[config.mk]
export PLATFORM = sky130hd
export DESIGN_NAME = mdso_spi_out
export DESIGN_NICKNAME = d
export VERILOG_FILES = /design/src/include/mdso_pkg.sv /design/src/verilog/mdso_spi_out.sv
export SDC_FILE = /design/constraint.sdc
export NUM_CORES = 1
export LEC_CHECK = 0
export BUFFER_PORTS_ARGS = -buffer_cell sky130_fd_sc_hd__buf_2
export CORE_MARGIN = 3
export CORE_UTILIZATION = 30
export CTS_CLUSTER_SIZE = 12
export DETAILED_ROUTE_END_ITERATION = 8
export GPL_TIMING_DRIVEN = 0
export PLACE_DENSITY = 0.47
export SETUP_SLACK_MARGIN = 0.05
export SLEW_MARGIN = 10
export SYNTH_ARGS = -nofsm -noshare
export SYNTH_HDL_FRONTEND = slang
export SYNTH_SLANG_ARGS = --single-unit
[constraint.sdc]
create_clock -name ref_clk_i -period 6.3 [get_ports ref_clk_i]
set_input_delay 1.26 -clock ref_clk_i [delete_from_list [all_inputs] [get_ports ref_clk_i]]
set_output_delay 1.26 -clock ref_clk_i [all_outputs]
set_load 0.02 [all_outputs]
[src/include/mdso_pkg.sv]
// Contract
// - chip select low only during datagram
// - sample reply input during each transfer
// - master generates serial clock output
// - low phase from bits 23:20
// - high phase from bits 27:24
// - block time 31:28 between datagrams
// - clock and select high when idle
// - zero timing value means two cycles
// - timing fields reach fifteen cycles
// - step moves counter, updates phase currents
// - current change triggers current datagram
// - current as magnitude plus polarity format
// - resolution field sets counter increment
// - cover word held at 0x6c/0x6d
// - cover datagrams share the output link
// - counter and currents readable 0x79-0x7b
// - low cover write starts cover datagram
// - cover length 19:13, capped at 64
// - every datagram sent msb first
// - cover reply stored at 0x6e/0x6f
package mdso_pkg;
    // register indexes; byte address is four times the index
    localparam logic [7:0] MDSO_IDX_CONFIG = 8'h04;
    localparam logic [7:0] MDSO_IDX_COVER_LO = 8'h6c;
    localparam logic [7:0] MDSO_IDX_COVER_HI = 8'h6d;
    localparam logic [7:0] MDSO_IDX_REPLY_LO = 8'h6e;
    localparam logic [7:0] MDSO_IDX_REPLY_HI = 8'h6f;
    localparam logic [7:0] MDSO_IDX_MSTEP = 8'h79;
    localparam logic [7:0] MDSO_IDX_CUR_A = 8'h7a;
    localparam logic [7:0] MDSO_IDX_CUR_B = 8'h7b;
    localparam logic [7:0] MDSO_IDX_MOTION = 8'h7c;
    // config field positions
    localparam int MDSO_CL_LSB = 13;
    localparam int MDSO_LOW_LSB = 20;
    localparam int MDSO_HIGH_LSB = 24;
    localparam int MDSO_BLOCK_LSB = 28;
    localparam int MDSO_AUTO_BIT = 0;
    localparam int MDSO_CURLEN_LSB = 1;
    // motion register field positions
    localparam int MDSO_RES_LSB = 0;
    // reset values and limits
    localparam logic [31:0] MDSO_CONFIG_RST = 32'h0000_0001;
    localparam logic [31:0] MDSO_MOTION_RST = 32'h0000_0000;
    localparam logic [3:0] MDSO_TIME_MIN = 4'h2;
    localparam logic [6:0] MDSO_COVER_MAX = 7'h40;
    localparam logic [6:0] MDSO_CURLEN_DEF = 7'h14;
    localparam logic [8:0] MDSO_SIN_START = 9'h000;
    localparam logic [8:0] MDSO_COS_START = 9'h0f7;
    // register bus carrier
    typedef struct packed {
        logic wr;
        logic rd;
        logic [7:0] addr;
        logic [31:0] wdata;
    } mdso_bus_t;
    // link state
    typedef enum logic [1:0] {
        MDSO_IDLE = 2'b00,
        MDSO_LOW = 2'b01,
        MDSO_HIGH = 2'b10,
        MDSO_BLOCK = 2'b11
    } mdso_state_t;
endpackage : mdso_pkg

[src/verilog/mdso_spi_out.sv]
// The address-and-strobe port was chosen for this implementation.
`timescale 1ns/1ps
`default_nettype none
module mdso_spi_out
    import mdso_pkg::*;
(
    // clock, reset, enable
    input wire logic ref_clk_i,
    input wire logic resetn_i,
    input wire logic clk_en_i,
    // register port
    input wire mdso_bus_t bus_i,
    output logic [31:0] rdata_o,
    // ramp generator steps
    input wire logic step_i,
    input wire logic dir_i,
    // driver link
    output logic driver_chip_select_n_o,
    output logic driver_serial_clock_o,
    output logic driver_serial_out_o,
    input wire logic driver_serial_in_i,
    // status
    output logic busy_o
);
    // registers
    logic [31:0] config_reg; // output_link_config
    logic [31:0] motion_reg; // resolution field
    logic [31:0] cover_lo_reg;
    logic [31:0] cover_hi_reg;
    logic [31:0] reply_lo_reg;
    logic [31:0] reply_hi_reg;
    logic [9:0] mstep_reg; // microstep_position
    logic [8:0] cur_a_reg; // phase_a_current, signed
    logic [8:0] cur_b_reg; // phase_b_current, signed
    // link engine
    mdso_state_t state_reg;
    logic [3:0] tcnt_reg; // phase cycle counter
    logic [6:0] bits_reg; // bits still to send
    logic [63:0] shift_reg; // outgoing, msb at top
    logic [63:0] rx_reg; // incoming
    logic is_cover_reg; // datagram in flight is cover
    logic cover_pend_reg;
    logic cur_pend_reg;
    logic [1:0] miso_sync_reg; // two-stage sampler
    logic [6:0] cover_len; // clamped cover length
    logic [6:0] cur_len;
    logic [3:0] low_t;
    logic [3:0] high_t;
    logic [3:0] block_t;
    logic [9:0] step_inc;
    logic [8:0] mag_a;
    logic [8:0] mag_b;

    // effective timing; zero becomes two, up to fifteen
    function automatic logic [3:0] eff_t(input logic [3:0] v);
        eff_t = (v < MDSO_TIME_MIN) ? MDSO_TIME_MIN : v;
    endfunction : eff_t

    assign low_t = eff_t(config_reg[MDSO_LOW_LSB +: 4]);
    assign high_t = eff_t(config_reg[MDSO_HIGH_LSB +: 4]);
    assign block_t = eff_t(config_reg[MDSO_BLOCK_LSB +: 4]);

    always_comb begin
        if (config_reg[MDSO_CL_LSB +: 7] > MDSO_COVER_MAX) begin
            cover_len = MDSO_COVER_MAX;
        end else if (config_reg[MDSO_CL_LSB +: 7] == 7'h00) begin
            cover_len = MDSO_COVER_MAX; // automatic: full word
        end else begin
            cover_len = config_reg[MDSO_CL_LSB +: 7];
        end
    end

    // current datagram length: 0 selects automatic
    assign cur_len = (config_reg[MDSO_CURLEN_LSB +: 7] == 7'h00) ?
        MDSO_CURLEN_DEF : config_reg[MDSO_CURLEN_LSB +: 7];

    always_comb begin
        step_inc = 10'h001 << motion_reg[MDSO_RES_LSB +: 3];
    end

    // magnitudes of the phase currents
    assign mag_a = cur_a_reg[8] ? 9'(-cur_a_reg) : cur_a_reg;
    assign mag_b = cur_b_reg[8] ? 9'(-cur_b_reg) : cur_b_reg;

    // input synchroniser for driver reply
    always_ff @(posedge ref_clk_i) begin
        if (!resetn_i) begin
            miso_sync_reg <= 2'h0;
        end else if (clk_en_i) begin
            miso_sync_reg <= {miso_sync_reg[0], driver_serial_in_i};
        end
    end

    // configuration writes
    always_ff @(posedge ref_clk_i) begin
        if (!resetn_i) begin
            config_reg <= MDSO_CONFIG_RST;
            motion_reg <= MDSO_MOTION_RST;
            cover_hi_reg <= 32'h0;
            cover_lo_reg <= 32'h0;
        end else if (clk_en_i && bus_i.wr) begin
            if (bus_i.addr == MDSO_IDX_CONFIG) begin
                config_reg <= bus_i.wdata;
            end
            if (bus_i.addr == MDSO_IDX_MOTION) begin
                motion_reg <= bus_i.wdata;
            end
            if (bus_i.addr == MDSO_IDX_COVER_HI) begin
                cover_hi_reg <= bus_i.wdata;
            end
            if (bus_i.addr == MDSO_IDX_COVER_LO) begin
                cover_lo_reg <= bus_i.wdata;
            end
        end
    end

    // microstep counter and phase currents
    always_ff @(posedge ref_clk_i) begin
        if (!resetn_i) begin
            mstep_reg <= 10'h000;
            cur_a_reg <= MDSO_SIN_START;
            cur_b_reg <= MDSO_COS_START;
        end else if (clk_en_i && step_i) begin
            mstep_reg <= dir_i ? mstep_reg + step_inc :
                mstep_reg - step_inc;
            // simple triangle wave stands in for the wave table
            cur_a_reg <= tri_wave(dir_i ? mstep_reg + step_inc :
                mstep_reg - step_inc);
            cur_b_reg <= tri_wave(dir_i ? mstep_reg + step_inc + 10'h100 :
                mstep_reg - step_inc + 10'h100);
        end
    end

    // signed triangle of amplitude 256 over 1024 microsteps
    function automatic logic [8:0] tri_wave(input logic [9:0] p);
        logic [8:0] up;
        up = {1'b0, p[7:0]};
        if (p[8]) begin
            up = 9'h100 - {1'b0, p[7:0]};
        end
        tri_wave = p[9] ? 9'(-up) : up;
    endfunction : tri_wave

    // pending requests; a new request wins over the clear
    always_ff @(posedge ref_clk_i) begin
        if (!resetn_i) begin
            cover_pend_reg <= 1'b0;
            cur_pend_reg <= 1'b0;
        end else if (clk_en_i) begin
            if (state_reg == MDSO_IDLE && cover_pend_reg) begin
                cover_pend_reg <= 1'b0;
            end
            if (bus_i.wr && bus_i.addr == MDSO_IDX_COVER_LO) begin
                cover_pend_reg <= 1'b1;
            end
            if (state_reg == MDSO_IDLE && !cover_pend_reg &&
                cur_pend_reg) begin
                cur_pend_reg <= 1'b0;
            end
            if (step_i && config_reg[MDSO_AUTO_BIT]) begin
                cur_pend_reg <= 1'b1;
            end
        end
    end

    // link engine: load, shift, block
    always_ff @(posedge ref_clk_i) begin
        if (!resetn_i) begin
            state_reg <= MDSO_IDLE;
            tcnt_reg <= 4'h0;
            bits_reg <= 7'h00;
            shift_reg <= 64'h0;
            rx_reg <= 64'h0;
            is_cover_reg <= 1'b0;
        end else if (clk_en_i) begin
            unique case (state_reg)
                MDSO_IDLE: begin
                    tcnt_reg <= 4'h1;
                    rx_reg <= 64'h0;
                    // cover first, one at a time
                    if (cover_pend_reg) begin
                        state_reg <= MDSO_LOW;
                        is_cover_reg <= 1'b1;
                        bits_reg <= cover_len;
                        shift_reg <= {cover_hi_reg, cover_lo_reg}
                            << (MDSO_COVER_MAX - cover_len);
                    end else if (cur_pend_reg) begin
                        state_reg <= MDSO_LOW;
                        is_cover_reg <= 1'b0;
                        bits_reg <= cur_len;
                        shift_reg <= {cur_a_reg[8], mag_a,
                            cur_b_reg[8], mag_b, 44'h0}
                            << (MDSO_CURLEN_DEF - cur_len);
                    end
                end
                MDSO_LOW: begin
                    if (tcnt_reg >= low_t) begin
                        state_reg <= MDSO_HIGH;
                        tcnt_reg <= 4'h1;
                    end else begin
                        tcnt_reg <= tcnt_reg + 4'h1;
                    end
                end
                MDSO_HIGH: begin
                    if (tcnt_reg >= high_t) begin
                        tcnt_reg <= 4'h1;
                        // sample reply late in the high phase: pin
                        // register and synchroniser delay it three cycles
                        rx_reg <= {rx_reg[62:0], miso_sync_reg[1]};
                        shift_reg <= {shift_reg[62:0], 1'b0};
                        bits_reg <= bits_reg - 7'h01;
                        state_reg <= (bits_reg == 7'h01) ?
                            MDSO_BLOCK : MDSO_LOW;
                    end else begin
                        tcnt_reg <= tcnt_reg + 4'h1;
                    end
                end
                MDSO_BLOCK: begin
                    if (tcnt_reg >= block_t) begin
                        state_reg <= MDSO_IDLE;
                    end else begin
                        tcnt_reg <= tcnt_reg + 4'h1;
                    end
                end
            endcase
        end
    end

    always_ff @(posedge ref_clk_i) begin
        if (!resetn_i) begin
            reply_lo_reg <= 32'h0;
            reply_hi_reg <= 32'h0;
        end else if (clk_en_i && is_cover_reg &&
            state_reg == MDSO_BLOCK && tcnt_reg == 4'h1) begin
            reply_lo_reg <= rx_reg[31:0];
            reply_hi_reg <= rx_reg[63:32];
        end
    end

    // registered pins
    always_ff @(posedge ref_clk_i) begin
        if (!resetn_i) begin
            driver_chip_select_n_o <= 1'b1;
            driver_serial_clock_o <= 1'b1;
            driver_serial_out_o <= 1'b1;
            busy_o <= 1'b0;
        end else if (clk_en_i) begin
            driver_chip_select_n_o <= !(state_reg == MDSO_LOW ||
                state_reg == MDSO_HIGH);
            driver_serial_clock_o <= (state_reg != MDSO_LOW);
            driver_serial_out_o <= shift_reg[63];
            busy_o <= (state_reg != MDSO_IDLE);
        end
    end

    // read port, data one cycle later
    always_ff @(posedge ref_clk_i) begin
        if (!resetn_i) begin
            rdata_o <= 32'h0;
        end else if (clk_en_i) begin
            rdata_o <= 32'h0;
            if (bus_i.rd) begin
                unique case (bus_i.addr)
                    MDSO_IDX_CONFIG: rdata_o <= config_reg;
                    MDSO_IDX_MOTION: rdata_o <= motion_reg;
                    MDSO_IDX_COVER_LO: rdata_o <= cover_lo_reg;
                    MDSO_IDX_COVER_HI: rdata_o <= cover_hi_reg;
                    MDSO_IDX_REPLY_LO: rdata_o <= reply_lo_reg;
                    MDSO_IDX_REPLY_HI: rdata_o <= reply_hi_reg;
                    MDSO_IDX_MSTEP: rdata_o <= {22'h0, mstep_reg};
                    MDSO_IDX_CUR_A: rdata_o <= {{23{cur_a_reg[8]}}, cur_a_reg};
                    MDSO_IDX_CUR_B: rdata_o <= {{23{cur_b_reg[8]}}, cur_b_reg};
                    default: rdata_o <= 32'h0; // unmapped reads zero
                endcase
            end
        end
    end

    // a_cs_idle_high: select high the cycle after idle
    a_cs_idle_high: assert property (@(posedge ref_clk_i)
        disable iff (!resetn_i)
        (clk_en_i && state_reg == MDSO_IDLE)
        |=> driver_chip_select_n_o)
        else $error("select low while idle");

    // a_sck_low_len: low phase at least two cycles
    a_sck_low_len: assert property (@(posedge ref_clk_i)
        disable iff (!resetn_i)
        $fell(driver_serial_clock_o) && clk_en_i
        |=> !driver_serial_clock_o || !clk_en_i)
        else $error("clock low shorter than two");

    // a_block_min: no new datagram right after end
    a_block_min: assert property (@(posedge ref_clk_i)
        disable iff (!resetn_i)
        $rose(driver_chip_select_n_o) |=> driver_chip_select_n_o)
        else $error("block time violated");

    // a_sck_in_frame: clock low only with select low
    a_sck_in_frame: assert property (@(posedge ref_clk_i)
        disable iff (!resetn_i)
        !driver_serial_clock_o |-> !driver_chip_select_n_o)
        else $error("clock toggles outside frame");

    // a_cover_start: low cover write is pending or link busy next cycle
    a_cover_start: assert property (@(posedge ref_clk_i)
        disable iff (!resetn_i)
        (clk_en_i && bus_i.wr && bus_i.addr == MDSO_IDX_COVER_LO)
        |=> cover_pend_reg || state_reg != MDSO_IDLE)
        else $error("cover write lost");

    // a_step_count: counter moves by the increment
    a_step_count: assert property (@(posedge ref_clk_i)
        disable iff (!resetn_i)
        (clk_en_i && step_i && dir_i) |=>
        mstep_reg == $past(mstep_reg) + $past(step_inc))
        else $error("counter step wrong");

    // a_cur_trigger: step with auto sets pending
    a_cur_trigger: assert property (@(posedge ref_clk_i)
        disable iff (!resetn_i)
        (clk_en_i && step_i && config_reg[MDSO_AUTO_BIT]) |=> cur_pend_reg)
        else $error("current update not queued");

    // a_len_cap: cover length never above 64
    a_len_cap: assert property (@(posedge ref_clk_i)
        disable iff (!resetn_i)
        cover_len <= MDSO_COVER_MAX)
        else $error("cover length over 64");
endmodule : mdso_spi_out
`default_nettype wire

# Word level (Yosys, flattened, before mapping)
# Cells that the tools add are included.
# Widths: inputs -> output; s select.
totals:
  regBits: 402
  in_bits: 48
  out_inout_bits: 36
classes:
  n_addsub: 14
  order_cmp: 7
  n_eq_ne: 20
  shift: 3
  mux: 47
  n_reduce_logical: 32
op_table:
  columns: ["operator", "n"]
  rows:
  - ["$pmux 32 s9", 1]
  - ["$mux 64", 4]
  - ["$pmux 64 s2", 2]
  - ["$shl 64x7->64", 2]
  - ["$mux 9", 10]
  - ["$eq 8x7->1 const B", 8]
  - ["$mux 7", 6]
  - ["$neg 9->9", 4]
  - ["$mux 32", 1]
  - ["$mux 4", 6]
  - ["$add 10x9->10 const B", 2]
  - ["$mux 10", 2]
  - ["$sub 9x8->9 const A", 2]
  - ["$pmux 4 s4", 1]
  - ["$logic_not 7->1", 2]
  - ["$pmux 7 s2", 1]
  - ["$reduce_and 2->1", 7]
  - ["$ge 4x4->1", 3]
  - ["$lt 4x2->1 const B", 3]
  - ["$mux 2", 6]
  - ["$add 10x10->10", 1]
  - ["$logic_and 1x1->1", 10]
  - ["$reduce_bool 2->1", 5]
  - ["$shl 1x3->10 const A", 1]
  - ["other kinds (22)", 33]

# Depth between registers and ports, before layout
depth:
  word_depth: 10
  depth_mapped: 20
  depth_no_buf: 18

# Worst setup path before layout
# No wires, ideal clock.
synth_timing:
  path_kind: "input -> register"
  start: "in dir_i"
  end: "reg cur_a_reg[7]"
  setup_ns: 0.119
  arrival_ns: 3.948
  required_ns: 6.181
  slack_ns: 2.233
  path_stages: 13
  n_path_buf: 3
  cell_sequence: "buf_2 -> buf_2 -> buf_2 -> mux2i_1 -> inv_1 -> ha_1 -> or3_1 -> a21oi_1 -> nor2_1 -> o32a_1 -> o31ai_1 -> and3_1 -> nor3_1"
synth_between:
  elab_chain_cells: 7
synth_rtl:
  columns: ["item", "line_no", "source"]
  rows:
  - ["start, declared", "mdso_spi_out.sv:16", "input wire logic dir_i,"]
  - ["$mux 10 (*)", "mdso_spi_out.sv:127", "cur_a_reg <= tri_wave(dir_i ? mstep_reg + step_inc :"]
  - ["$sub 9x8->9", "mdso_spi_out.sv:139", "up = 9'h100 - {1'b0, p[7:0]};"]
  - ["$mux 9", "mdso_spi_out.sv:138", "if (p[8]) begin"]
  - ["$mux 9", "mdso_spi_out.sv:123", "end else if (clk_en_i && step_i) begin"]
  - ["$mux 9", "mdso_spi_out.sv:119", "if (!resetn_i) begin"]
  - ["$neg 9->9", "mdso_spi_out.sv:141", "tri_wave = p[9] ? 9'(-up) : up;"]
  - ["$mux 9 (*)", "mdso_spi_out.sv:141", null]
  - ["end signal, assigned", "mdso_spi_out.sv:127", null]
  - ["end, declared", "mdso_spi_out.sv:33", "logic [8:0] cur_a_reg;"]
# Every way passes the cells marked *; elsewhere a longest branch is shown, timed or not. The select of a mux whose other input is x is not followed.
# A chain may end at the register's enable or synchronous reset.

# Worst setup path in the final report
layout_timing:
  start: "reg config_reg[19]"
  end: "reg shift_reg[61]"
layout_between:
  elab_chain_cells: 7
layout_rtl:
  columns: ["item", "line_no", "source"]
  rows:
  - ["start, declared", "mdso_spi_out.sv:26", "logic [31:0] config_reg;"]
  - ["start signal, assigned", "mdso_spi_out.sv:103", "config_reg <= bus_i.wdata;"]
  - ["branches (longest 2 deep; another with $gt 7x7->1)", null, null]
  - ["$mux 7 (*)", "mdso_spi_out.sv:64", "if (config_reg[MDSO_CL_LSB +: 7] > MDSO_COVER_MAX) begin"]
  - ["$sub 7x7->7 (*)", "mdso_spi_out.sv:186", "<< (MDSO_COVER_MAX - cover_len);"]
  - ["$shl 64x7->64 (*)", "mdso_spi_out.sv:185", "shift_reg <= {cover_hi_reg, cover_lo_reg}"]
  - ["$mux 64 (*)", "mdso_spi_out.sv:181", "if (cover_pend_reg) begin"]
  - ["$pmux 64 s2 (*)", "mdso_spi_out.sv:176", "unique case (state_reg)"]
  - ["end signal, assigned", "mdso_spi_out.sv:185", null]
  - ["end signal, assigned", "mdso_spi_out.sv:191", "shift_reg <= {cur_a_reg[8], mag_a,"]
  - ["end signal, assigned", "mdso_spi_out.sv:210", "shift_reg <= {shift_reg[62:0], 1'b0};"]
  - ["end, declared", "mdso_spi_out.sv:39", "logic [63:0] shift_reg;"]
# Every way passes the cells marked *.

==> summary.txt <==
STA
  – RSZ-0062 raised after global routing: no
  – Max_slew headroom: 0.0877
  – Final setup fails: 0
  – Fin Setup TNS: 0 ps
  – Slew @ Worst Pin: approximately 1400 ps
  – Maximum clock frequency: approximately 190 MHz
  – Hold Vio Cnt, Final: 0
  – Final WS setup: 990 ps
  – Fin crit period: about 5300 ps
  – Period utilization: 0.843
  – Final number of max-transition violations: 0
  – Clock Skews: 32.0 ps

Floorplanning
  – Core Footprint: 79300 um^2
  – Die Wd: ~290 um
  – IO Count: 84
  – Std-Cell Rows: just over 100
  – Die area: between 80000 and 90000 um^2
  – Die Height: just under 300 um
  – Initial Utilization: 0.304

Worst hold path
  – Worst hold path type: reg -> reg
  – Hold Crit Depth: 2
  – Hold EP: reply_hi_reg[24]
  – Worst hold start: reply_hi_reg[24]

Power
  – Sequential power share: 0.424
  – Clock share of power: 0.447
  – Switch share: 0.287
  – Psw: around 1.8 mW
  – Power Internal: 4.42 mW
  – Power per cell area: between 200 and 250 nW/um^2
  – VDD IR max: 0.000202 V
  – Part of the power in combinational logic: 0.129
  – Leak: around 9.5 nW

Status
  – Outcome: complete, no violations

Synth
  – Sequential-to-total area share from yosys stat: 0.333
  – Synth Warn #: 0
  – Post-synth top area cell: dfxtp_1
  – Post-synth cell types: 92
  – Asr flop ratio synth: 0
  – Number of synthesized flops with an enable pin: 0
  – Prevailing post-synth register cell: dfxtp_1
  – Post-Syn Area: about 24000 um^2
  – Cells after synthesis: 3125
  – Syn Nets: roughly 3200
  – Yosys reg bits: 401
  – Synth Area per Inst: approximately 7.7 um^2
  – Largest cells by area after synthesis: dfxtp_1 33%, nand2_1 11%, a21oi_1 9.2%, mux4_2 7.5%, mux2i_1 5.1%
  – Area share of the largest cell type after synthesis: 0.333

Setup path
  – CP required: 6730 ps
  – Reg-to-reg endpoint: shift_reg[61]
  – Crit end category: flop
  – FF-to-FF setup slack: 990 ps
  – CP startpoint: config_reg[19]
  – Reg2Reg Depth: 17
  – Kind of critical path: reg -> reg
  – CP max FO: 10
  – Crit path arrival time: between 5000 and 6000 ps
  – Worst flop-to-flop path startpoint: config_reg[19]
  – CP Launch Type: flop

Job
  – Max_cap viols: 0

Clocking
  – Clock sink count: ~400
  – Total CTS buffers: 47
  – Root buf cell: clkbuf_16
  – Clock-pin transition on the worst setup and hold timing paths: roughly 60 ps
  – CTS tree: done
  – Max H-tree Level: 2
  – Clock latency reported for the late side of the worst-skew pair: roughly 620 ps
  – Cts repair resizes: 0
  – CTS Buffer Depth: 3
  – # Post-CTS Setup Buffers: 0
  – CTS Hold Bufs: 0

GRT
  – Largest net degree at the start of global routing: 15
  – Number of global-route vias before repair: approximately 23000
  – Antenna violations before repair: 6
  – Gr ovfl total: 0
  – GRT Overall Usage: 0.245
  – First-pass GRT wire length: about 150000 um

Drt
  – Antenna-violating nets left: 0
  – Iter 0 DRT Violations: between 2000 and 2500
  – WL per Instance: approximately 24 um
  – Pre-antenna DRT Iters: 5
  – Via density: approximately 5.6
  – Post-route DRC: 0
  – Total number of vias: 24400
  – WL final: 105000 um

Placed design
  – Final RePlAce weighted congestion: around 0.97
  – Inst Count DP: between 4000 and 5000
  – Setup WS pre-CTS: about 1200 ps
  – Hpwl dp: between 80000 and 90000 um
  – Port buffer count: between 70 and 80

Cells and area
  – Nets: 3349
  – Post-Layout Cell Count: 4340
  – Share of cells above drive strength 1: 0.0970
  – P&R area growth vs syn: 13.6%
## per-stage QoR
stage	cell area, um^2	utilization	total power, mW	hold slack, ps
after floorplan	24100	-	3.19	432
after global placement	25800	0.325	3.48	442
after detailed placement	25800	0.326	3.47	446
after CTS	27400	0.345	6.24	455
after global routing	27400	0.345	6.43	469
final	27400	0.345	6.19	454
## placed cells by master, fill, tap and decap left out, types with 52 or more instances in the layout
cell / count
nand2_1: 692
a21oi_1: 443
dfxtp_1: 401
clkbuf_1: 221
nor2_1: 176
nand3_1: 131
o21ai_0: 131
mux2i_1: 122
buf_2: 103
mux4_2: 80
a31oi_1: 63
a22oi_1: 52
## power by group through the flow
stage / clock [mW] / combinational [mW] / sequential [mW]
6_report: 2.77 / 0.799 / 2.63
5_1_grt: 2.92 / 0.877 / 2.63
4_1_cts: 2.83 / 0.791 / 2.63
3_5_place_dp: 0 / 0.787 / 2.68
3_3_place_gp: 0 / 0.793 / 2.68
2_1_floorplan: 0 / 0.525 / 2.67
## synth_stat cells, drive strengths merged (4+ instances only)
master and number:
a211oi 47, a21o 11, a21oi 444, a221oi 21, a22o 9, a22oi 53
a311oi 6, a31oi 63, and2 14, and3 34, buf 61, clkbuf 210
dfxtp 401, ha 44, inv 47, mux2 14, mux2i 122, mux4 80
nand2 693, nand2b 18, nand3 131, nand3b 4, nand4 8, nor2 178
nor2b 14, nor3 39, nor4 7, o2111ai 4, o211ai 27, o21a 4
o21ai 143, o221ai 7, o22a 5, o22ai 14, o31a 5, o31ai 8
or2 8, or3 21, or3b 4, or4 7, xnor2 30, xor2 18
## worst max-delay path: stages, from the launching register on
cell and delay [ps]:
dfxtp_1 300, buf_4 180, nor2b_1 150, buf_6 190
inv_2 70, buf_6 160, buf_6 170, buf_4 200
ha_1 400, inv_1 160, buf_2 310, buf_1 680
mux2i_1 810, mux2i_1 400, a21oi_1 310, a21oi_1 110
a221oi_1 360, a221oi_1 140
## logic make-up after synthesis
family,after synthesis,share of synthesized area
DFF,401,0.333
xor gates and xnor gates,48,0.0184
adders and majority gates,46,0.0245
buffers and inverters,320,0.0538
muxes,216,0.132
AOI/OAI and AO/OA,904,0.225
and+or+nand+nor,1190,0.213
## worst max path at each step
stage	endpoint	slack, ps	cells past startpoint
final	shift_reg[61]	990	17
after global routing	shift_reg[61]	960	17
after CTS	shift_reg[61]	1160	17
after detailed placement	shift_reg[61]	1200	17
after global placement	shift_reg[61]	1190	17
after floorplan	cur_a_reg[7]	2230	13
## layout make-up
class | instances | area [um^2]
timing repair buffer | 81 | 410
sequential | 401 | 8030
buffer | 271 | 1110
clock inverter | 10 | 140
antenna | 2 | 5.00
multi-input combinational | 2404 | 14800
inverter | 49 | 184
tap | 1050 | 1310
clock buffer | 72 | 1400
fill | 8563 | 51900
## per-layer routing
| metal | up-vias | share of wire | GRT usage |
|---|---|---|---|
| met5 | - | 0.000086 | 0 |
| met4 | 2 | 0.039 | 0.0901 |
| met3 | 210 | 0.074 | 0.0398 |
| met2 | 1022 | 0.44 | 0.382 |
| met1 | 11800 | 0.45 | 0.339 |
| li1 | 11400 | - | - |
(Power assumes the default switching activity.)
